## config.mk

```make
export PLATFORM = sky130hd
export DESIGN_NAME = emb_strobe_ctrl
export DESIGN_NICKNAME = d
export VERILOG_FILES = /design/src/rtl/emb_pkg.sv /design/src/rtl/emb_strobe_ctrl.sv
export SDC_FILE = /design/constraint.sdc
export NUM_CORES = 1
export LEC_CHECK = 0
export ABC_AREA = 1
export ABC_CLOCK_PERIOD_IN_PS = 3400
export BUFFER_PORTS_ARGS = -buffer_cell sky130_fd_sc_hd__buf_2
export CAP_MARGIN = 0
export CELL_PAD_IN_SITES_DETAIL_PLACEMENT = 0
export CELL_PAD_IN_SITES_GLOBAL_PLACEMENT = 1
export CORE_MARGIN = 2
export CORE_UTILIZATION = 33
export DETAILED_ROUTE_END_ITERATION = 7
export HOLD_SLACK_MARGIN = 0.03
export PLACE_DENSITY = 0.82
export SLEW_MARGIN = 5
export SYNTH_ARGS = -nofsm -noshare
export SYNTH_HDL_FRONTEND = slang
export SYNTH_SLANG_ARGS = --single-unit
export TNS_END_PERCENT = 10
```

## constraint.sdc

```tcl
create_clock -name clk_sys_i -period 3.4 [get_ports clk_sys_i]
set_clock_uncertainty 0.2 [all_clocks]
set_input_delay 0.51 -clock clk_sys_i [delete_from_list [all_inputs] [get_ports clk_sys_i]]
set_output_delay 0.51 -clock clk_sys_i [all_outputs]
set_load 0.02 [all_outputs]
```

## src/rtl/emb_pkg.sv

```systemverilog
// Purpose: constants for the external memory strobe block
// Assumes: one clock, no register bus
// Notes: address and data widths are defaults of module parameters
package emb_pkg;
    localparam int EMB_ADDR_W = 24;
    localparam int EMB_DATA_W = 16;
    // pull-up enable bits for the select pins in the port d pull-up register
    localparam int EMB_PUR_W = 16;
    localparam int EMB_PUR_PS_BIT = 8;
    localparam int EMB_PUR_DS_BIT = 9;
    localparam logic [15:0] EMB_PUR_RST = 16'hFFFF;
    // strobe phase lengths in clock cycles
    localparam int EMB_SETUP_CYC = 1;
    localparam int EMB_STROBE_CYC = 2;
    localparam logic [7:0] EMB_CNT_ZERO = 8'h00;
    localparam logic [7:0] EMB_CNT_ONE = 8'h01;
    typedef enum logic [1:0] {
        EMB_IDLE,
        EMB_SETUP,
        EMB_STROBE,
        EMB_HOLD
    } emb_state_e;
endpackage : emb_pkg

```

## src/rtl/emb_strobe_ctrl.sv

```systemverilog
// Purpose: external memory bus strobes, selects and data pin direction
// Assumes: static ram or rom on the far side; inputs synchronous to clk_sys_i
// Notes: output enables are active low (low = pin driven)
// Overview of operation
// - read cycle: read strobe low, data pins become inputs.
// - read data captured when the read strobe returns high.
// - address, selects and chip selects valid while read strobe is low.
// - write cycle: write strobe low, data pins driven with write data.
// - address, selects and chip selects valid while write strobe is low.
// - with drive bit clear, strobes and selects float when bus idle.
// - strobe pull-ups off when the system pull-up disable bit is set.
// - chip select zero resets as program memory select, low on program access.
// - chip select one resets as data memory select, low on data access.
// - program select pin as port pin: pull-up off when bit 8 cleared.
// - data select pin as port pin: pull-up off when bit 9 cleared.
module emb_strobe_ctrl #(
    parameter int ADDR_W = emb_pkg::EMB_ADDR_W,
    parameter int DATA_W = emb_pkg::EMB_DATA_W,
    parameter int SETUP_CYC = emb_pkg::EMB_SETUP_CYC,
    parameter int STROBE_CYC = emb_pkg::EMB_STROBE_CYC
) (
    input wire logic clk_sys_i,
    input wire logic rst_n_i,
    // request side
    input wire logic req_valid_i,
    input wire logic req_write_i,
    input wire logic req_program_i,
    input wire logic [ADDR_W-1:0] req_addr_i,
    input wire logic [DATA_W-1:0] req_wdata_i,
    output logic req_ready_o,
    output logic rsp_valid_o,
    output logic [DATA_W-1:0] rsp_rdata_o,
    // configuration bits
    input wire logic bus_drive_bit_i,
    input wire logic strobe_pullup_disable_i,
    input wire logic [emb_pkg::EMB_PUR_W-1:0] port_d_pullup_enable_reg_i,
    input wire logic ps_is_gpio_i,
    input wire logic ds_is_gpio_i,
    // pins
    output logic [ADDR_W-1:0] address_lines_o,
    input wire logic [DATA_W-1:0] data_lines_i,
    output logic [DATA_W-1:0] data_lines_o,
    output logic data_lines_oe_n_o,
    output logic read_strobe_n_o,
    output logic read_strobe_oe_n_o,
    output logic read_strobe_pu_o,
    output logic write_strobe_n_o,
    output logic write_strobe_oe_n_o,
    output logic write_strobe_pu_o,
    output logic program_mem_select_n_o,
    output logic program_mem_select_oe_n_o,
    output logic program_mem_select_pu_o,
    output logic data_mem_select_n_o,
    output logic data_mem_select_oe_n_o,
    output logic data_mem_select_pu_o
);
    import emb_pkg::*;

    localparam logic [7:0] SETUP_LAST = 8'(SETUP_CYC - 1);
    localparam logic [7:0] STROBE_LAST = 8'(STROBE_CYC - 1);

    emb_state_e state_r;
    logic [7:0] cnt_r;
    logic write_r;
    logic program_r;
    logic [ADDR_W-1:0] addr_r;
    logic [DATA_W-1:0] wdata_r;
    logic [DATA_W-1:0] rdata_r;
    logic rsp_valid_r;
    logic rd_n_r;
    logic wr_n_r;
    logic ps_n_r;
    logic ds_n_r;
    logic ctl_oe_n_r;
    logic data_oe_n_r;
    logic ctl_oe_n_nxt;
    logic data_oe_n_nxt;
    logic sel_active;
    logic sel_program;

    ////////////////////////////////////////////////////////////////////////
    // cycle sequencer: setup, strobe low, hold with strobe high
    always_ff @(posedge clk_sys_i or negedge rst_n_i) begin
        if (!rst_n_i) begin
            state_r <= EMB_IDLE;
            cnt_r <= EMB_CNT_ZERO;
        end else begin
            unique case (state_r)
                EMB_IDLE: begin
                    if (req_valid_i) begin
                        state_r <= EMB_SETUP;
                        cnt_r <= EMB_CNT_ZERO;
                    end
                end
                EMB_SETUP: begin
                    if (cnt_r >= SETUP_LAST) begin
                        state_r <= EMB_STROBE;
                        cnt_r <= EMB_CNT_ZERO;
                    end else begin
                        cnt_r <= cnt_r + EMB_CNT_ONE;
                    end
                end
                EMB_STROBE: begin
                    if (cnt_r >= STROBE_LAST) begin
                        state_r <= EMB_HOLD;
                        cnt_r <= EMB_CNT_ZERO;
                    end else begin
                        cnt_r <= cnt_r + EMB_CNT_ONE;
                    end
                end
                EMB_HOLD: begin
                    state_r <= EMB_IDLE;
                end
            endcase
        end
    end

    ////////////////////////////////////////////////////////////////////////
    // request capture; address and data held for the whole cycle
    always_ff @(posedge clk_sys_i or negedge rst_n_i) begin
        if (!rst_n_i) begin
            write_r <= 1'b0;
            program_r <= 1'b0;
            addr_r <= '0;
            wdata_r <= '0;
        end else if (state_r == EMB_IDLE && req_valid_i) begin
            write_r <= req_write_i;
            program_r <= req_program_i;
            addr_r <= req_addr_i;
            wdata_r <= req_wdata_i;
        end
    end

    ////////////////////////////////////////////////////////////////////////
    // select window and target memory, taken straight from the request at the take
    always_comb begin
        sel_active = 1'b0;
        sel_program = program_r;
        if (state_r == EMB_IDLE) begin
            sel_active = req_valid_i;
            sel_program = req_program_i;
        end else if (state_r == EMB_SETUP || state_r == EMB_STROBE) begin
            sel_active = 1'b1;
        end
    end

    ////////////////////////////////////////////////////////////////////////
    // strobes and selects; selects span setup to hold so they frame the strobe
    always_ff @(posedge clk_sys_i or negedge rst_n_i) begin
        if (!rst_n_i) begin
            rd_n_r <= 1'b1;
            wr_n_r <= 1'b1;
            ps_n_r <= 1'b1;
            ds_n_r <= 1'b1;
        end else begin
            rd_n_r <= 1'b1;
            wr_n_r <= 1'b1;
            ps_n_r <= 1'b1;
            ds_n_r <= 1'b1;
            if (state_r == EMB_SETUP && cnt_r >= SETUP_LAST) begin
                rd_n_r <= write_r;
                wr_n_r <= !write_r;
            end else if (state_r == EMB_STROBE && cnt_r < STROBE_LAST) begin
                rd_n_r <= rd_n_r;
                wr_n_r <= wr_n_r;
            end
            if (sel_active) begin
                // the select stays low one cycle past the strobe rise
                ps_n_r <= !sel_program;
                ds_n_r <= sel_program;
            end
        end
    end

    ////////////////////////////////////////////////////////////////////////
    // control pin enable: with the drive bit clear the controls only drive
    // while an access is under way, so idle pins sit on their pull-ups
    always_comb begin
        ctl_oe_n_nxt = 1'b1;
        if (bus_drive_bit_i) begin
            // drive bit set: controls stay driven between accesses as well
            ctl_oe_n_nxt = 1'b0;
        end else begin
            unique case (state_r)
                EMB_IDLE: begin
                    // start driving at the take so the select edge is driven, not pulled
                    ctl_oe_n_nxt = !req_valid_i;
                end
                EMB_SETUP: begin
                    ctl_oe_n_nxt = 1'b0;
                end
                EMB_STROBE: begin
                    ctl_oe_n_nxt = 1'b0;
                end
                EMB_HOLD: begin
                    // released together with the select rise; the pull-ups carry the pins high
                    ctl_oe_n_nxt = !req_valid_i;
                end
            endcase
        end
    end

    ////////////////////////////////////////////////////////////////////////
    // data pin enable: driven from the write strobe fall to one cycle past
    // the write strobe rise, so the memory sees stable data as it latches
    always_comb begin
        data_oe_n_nxt = 1'b1;
        if (write_r) begin
            if (state_r == EMB_SETUP && cnt_r >= SETUP_LAST) begin
                data_oe_n_nxt = 1'b0;
            end else if (state_r == EMB_STROBE) begin
                data_oe_n_nxt = 1'b0;
            end
        end
    end

    ////////////////////////////////////////////////////////////////////////
    // pin enables registered so the pins never see decode glitches
    always_ff @(posedge clk_sys_i or negedge rst_n_i) begin
        if (!rst_n_i) begin
            ctl_oe_n_r <= 1'b1;
            data_oe_n_r <= 1'b1;
        end else begin
            ctl_oe_n_r <= ctl_oe_n_nxt;
            data_oe_n_r <= data_oe_n_nxt;
        end
    end

    ////////////////////////////////////////////////////////////////////////
    // read data latched on the read strobe rising edge
    always_ff @(posedge clk_sys_i or negedge rst_n_i) begin
        if (!rst_n_i) begin
            rdata_r <= '0;
            rsp_valid_r <= 1'b0;
        end else begin
            rsp_valid_r <= 1'b0;
            if (state_r == EMB_STROBE && cnt_r >= STROBE_LAST && !write_r) begin
                rdata_r <= data_lines_i;
                rsp_valid_r <= 1'b1;
            end
        end
    end

    ////////////////////////////////////////////////////////////////////////
    // outputs
    assign req_ready_o = (state_r == EMB_IDLE);
    assign rsp_valid_o = rsp_valid_r;
    assign rsp_rdata_o = rdata_r;
    assign address_lines_o = addr_r;
    assign data_lines_o = wdata_r;
    assign data_lines_oe_n_o = data_oe_n_r;
    assign read_strobe_n_o = rd_n_r;
    assign write_strobe_n_o = wr_n_r;
    assign program_mem_select_n_o = ps_n_r;
    assign data_mem_select_n_o = ds_n_r;
    assign read_strobe_oe_n_o = ctl_oe_n_r;
    assign write_strobe_oe_n_o = ctl_oe_n_r;

    ////////////////////////////////////////////////////////////////////////
    // select pin enables: a pin handed to the port logic is never driven here
    always_comb begin
        program_mem_select_oe_n_o = ctl_oe_n_r;
        if (ps_is_gpio_i) begin
            program_mem_select_oe_n_o = 1'b1;
        end
    end

    always_comb begin
        data_mem_select_oe_n_o = ctl_oe_n_r;
        if (ds_is_gpio_i) begin
            data_mem_select_oe_n_o = 1'b1;
        end
    end

    ////////////////////////////////////////////////////////////////////////
    // pull-ups: forced on while reset is held, because the enable inputs
    // come from registers that are themselves in reset
    always_comb begin
        read_strobe_pu_o = 1'b1;
        write_strobe_pu_o = 1'b1;
        if (rst_n_i) begin
            read_strobe_pu_o = !strobe_pullup_disable_i;
            write_strobe_pu_o = !strobe_pullup_disable_i;
        end
    end

    // as a bus select the pin keeps its pull-up so it floats high when released
    always_comb begin
        program_mem_select_pu_o = 1'b1;
        if (rst_n_i && ps_is_gpio_i) begin
            program_mem_select_pu_o = port_d_pullup_enable_reg_i[EMB_PUR_PS_BIT];
        end
    end

    always_comb begin
        data_mem_select_pu_o = 1'b1;
        if (rst_n_i && ds_is_gpio_i) begin
            data_mem_select_pu_o = port_d_pullup_enable_reg_i[EMB_PUR_DS_BIT];
        end
    end
endmodule : emb_strobe_ctrl

```

==> metrics <==
Rows=35; CP Buf/Inv Count=3; vias in the first global route=between 2k and 2.5k; Post-Place Worst Slack=~1.2 ns; Worst Setup End Kind=output port; share of the synthesized area in the top cell type=0.543; Power Density=just under 1000 nW/um2; end of the critical path=program_mem_select_pu_o; Clock Pin Slew Worst Setup and Hold Paths=approximately 0.070 ns; 1st-iter DRT viols=between 40 and 50; post-route DRC violation count=0; worst-case clock buffer depth=2; Synth Flop Type=dfrtp_1; Seq cells post-synth=75; Worst Path Max Fanout=27; final setup fails=0; Root Buffer=clkbuf_8; most instantiated cells after synthesis=nand2_1, dfrtp_1, mux2_4; DP Area=just under 4000 um2; routed len/inst=between 10 and 15 um; final period utilization=0.696; CP max-delay cell=dlygate4sd3_1; Max Clk Rate=~420 MHz; Setup Crit Path Kind=in -> out; Psw=roughly 0.0016 W; clock power share=0.150; initial antenna violation count=0; post-cts sizing count=0; Worst path max stage delay=~0.52 ns; r2r endpoint=data_lines_o[2]; total length of routed wires=6630 um; most frequent cell after synthesis=nand2_1; min-delay worst type=in -> reg; Tmin final=~2.4 ns; area delta synth->final=30.3%; wire length of the first global-routing pass=~10000 um; Synth cell types=22; antenna cells=0; Hold Crit Depth=2; worst hold-check slack=roughly 0.097 ns; max-cap viol count=0; R2R Path Start=state_r[0]; setup TNS=0 ns; worst-case reg-to-reg path depth=4; Synthesized Nets=between 300 and 400; Synth area leader=dfrtp_1; worst-path cell chain=dlygate4sd3_1 > buf_4 > nand3b_1 > buf_2; GP Congestion=around 0.78; Crit path depth=4; Pint=0.00245 W; CP startpoint kind=input port; Ports=~150; CP required=2.69 ns; Leak=2.28 nW; Final Hold Viols=0; GRT overflow=0; Netlist Area Pre-Place=between 3000 and 4000 um2; clock latency reported for the late side of the worst-skew pair=around 0.34 ns; Worst Slack Setup Final=slightly above 1 ns; die area=between 10000 and 15000 um2; reg-to-reg slack, setup=1.23 ns; GRT Util Overall=0.127; sequential share of the synthesized area=0.592; Critical Path Start=rst_n_i; via count=between 2k and 2.5k; htree depth=3; TritonCTS Sinks=75; RSZ-0062 raised after global routing=no; largest net degree at the start of global routing=45; PortBufs=about 140; Worst-Margin Slew=around 0.8 ns; CTS tree=yes; Routed Antenna Nets=0; synthesized area per cell=roughly 12 um2; DR vias/cell=around 4.2; chip width=about 100 um; maximum vdd drop=425 uV; DR pass1 iterations=4; CP delay by family, top=buffers and inverters; Post-synth EDFFs=0; Die Y=about 100 um; cells after synthesis=around 260; Rel. slew slack=0.460; Area contributors post-synth=dfrtp_1, mux2_4, nand2_1; Core ar.=around 9300 um2; combinational power share=0.473; share of cells above drive strength 1=0.522; starting density of the core=0.343; outcome=completed; sequential share of power=0.376; yosys warns=0; CTS buffer count=9; hpwl dp=4830 um; max-slew violations=0; Final Cell Area=slightly above 4000 um2; Sw Share=0.401; critical path arrival=1.66 ns; Layout Nets=485; setup repair bufs after CTS=0; cts hold-fix bufs=1; FFs w/ async S/R, synth=1.00
routing by layer:
metal | vias to the layer above | global-route usage | routed length, um
met5 | - | 0 | 0
met4 | 0 | 0.0369 | 37
met3 | 5 | 0.0513 | 509
met2 | 96 | 0.206 | 3130
met1 | 1056 | 0.156 | 2960
li1 | 1092 | - | -
cell families (layout without fill, tap and decap cells):
group / count (synthesis) / after routing / share of synthesized area
adders and majority gates: 7 / 7 / 0.0275
DFF: 75 / 75 / 0.592
AOI/OAI and AO/OA: 8 / 8 / 0.0146
and+or+nand+nor: 97 / 97 / 0.127
buffers and inverters: 27 / 174 / 0.0492
muxes: 41 / 41 / 0.189
per-stage QoR:
stage,power (W),instances,utilization
floorplan,0.00292,255,-
finish,0.00408,531,0.446
global placement,0.00346,514,0.426
detailed placement,0.00350,514,0.426
CTS,0.00414,531,0.446
global route,0.00435,531,0.446
worst reg2reg max path, stage by stage, from the launching register on:
cell and delay, ns:
dfrtp_1 0.42, inv_1 0.08, ha_1 0.31, nand2_4 0.61, mux2_2 0.43
power by group through the flow:
stage / combinational (W) / sequential (W) / clock (W)
2_1_floorplan: 0.000924 / 0.00200 / 0
5_1_grt: 0.00209 / 0.00159 / 0.000674
3_3_place_gp: 0.00193 / 0.00153 / 0
4_1_cts: 0.00196 / 0.00154 / 0.000641
6_report: 0.00193 / 0.00154 / 0.000614
3_5_place_dp: 0.00196 / 0.00154 / 0
area by class of cell:
type                       instances  area, um2
fill                             921       5140
sequential                        75       1880
multi-input combinational        153       1140
timing repair buffer             140        713
tap                              129        161
clock buffer                      10        138
inverter                          18       70.1
clock inverter                     6       38.8
flip-flops by register name, indices dropped and copies added (netlist names):
signal,cells
address_lines_o,24
data_lines_o,16
rsp_rdata_o,16
cnt_r,8
state_r,2
data_lines_oe_n_o,1
data_mem_select_n_o,1
program_mem_select_n_o,1
program_r,1
read_strobe_n_o,1
read_strobe_oe_n_o,1
rsp_valid_o,1
write_r,1
write_strobe_n_o,1
layout by cell type, fill, tap and decap left out, drive strengths merged:
| cell type | synthesis | routed |
|---|---|---|
| clkinv | 0 | 3 |
| a21oi | 2 | 2 |
| inv | 18 | 19 |
| dfrtp | 69 | 69 |
| nand3b | 2 | 2 |
| dfstp | 6 | 6 |
| o22ai | 1 | 1 |
| mux2 | 41 | 41 |
| nor2 | 11 | 11 |
| o21ai | 3 | 3 |
| nand3 | 4 | 4 |
| clkbuf | 0 | 10 |
| o21bai | 2 | 2 |
| clkinvlp | 0 | 2 |
| buf | 9 | 139 |
| or2 | 3 | 3 |
| dlygate4sd3 | 0 | 1 |
| ha | 7 | 7 |
| nand2 | 76 | 76 |
| nor3 | 1 | 1 |
how the worst min path moves through the flow:
stage / startpoint / to / slack (ns)
after detailed placement: rst_n_i / state_r[0] / 0.25
after global placement: rst_n_i / state_r[0] / 0.25
after global routing: bus_drive_bit_i / read_strobe_oe_n_o / 0.08
after CTS: bus_drive_bit_i / read_strobe_oe_n_o / 0.08
after floorplan: rst_n_i / address_lines_o[0] / 0.01
final: bus_drive_bit_i / read_strobe_oe_n_o / 0.1
Power figures use the tool's default switching activity.
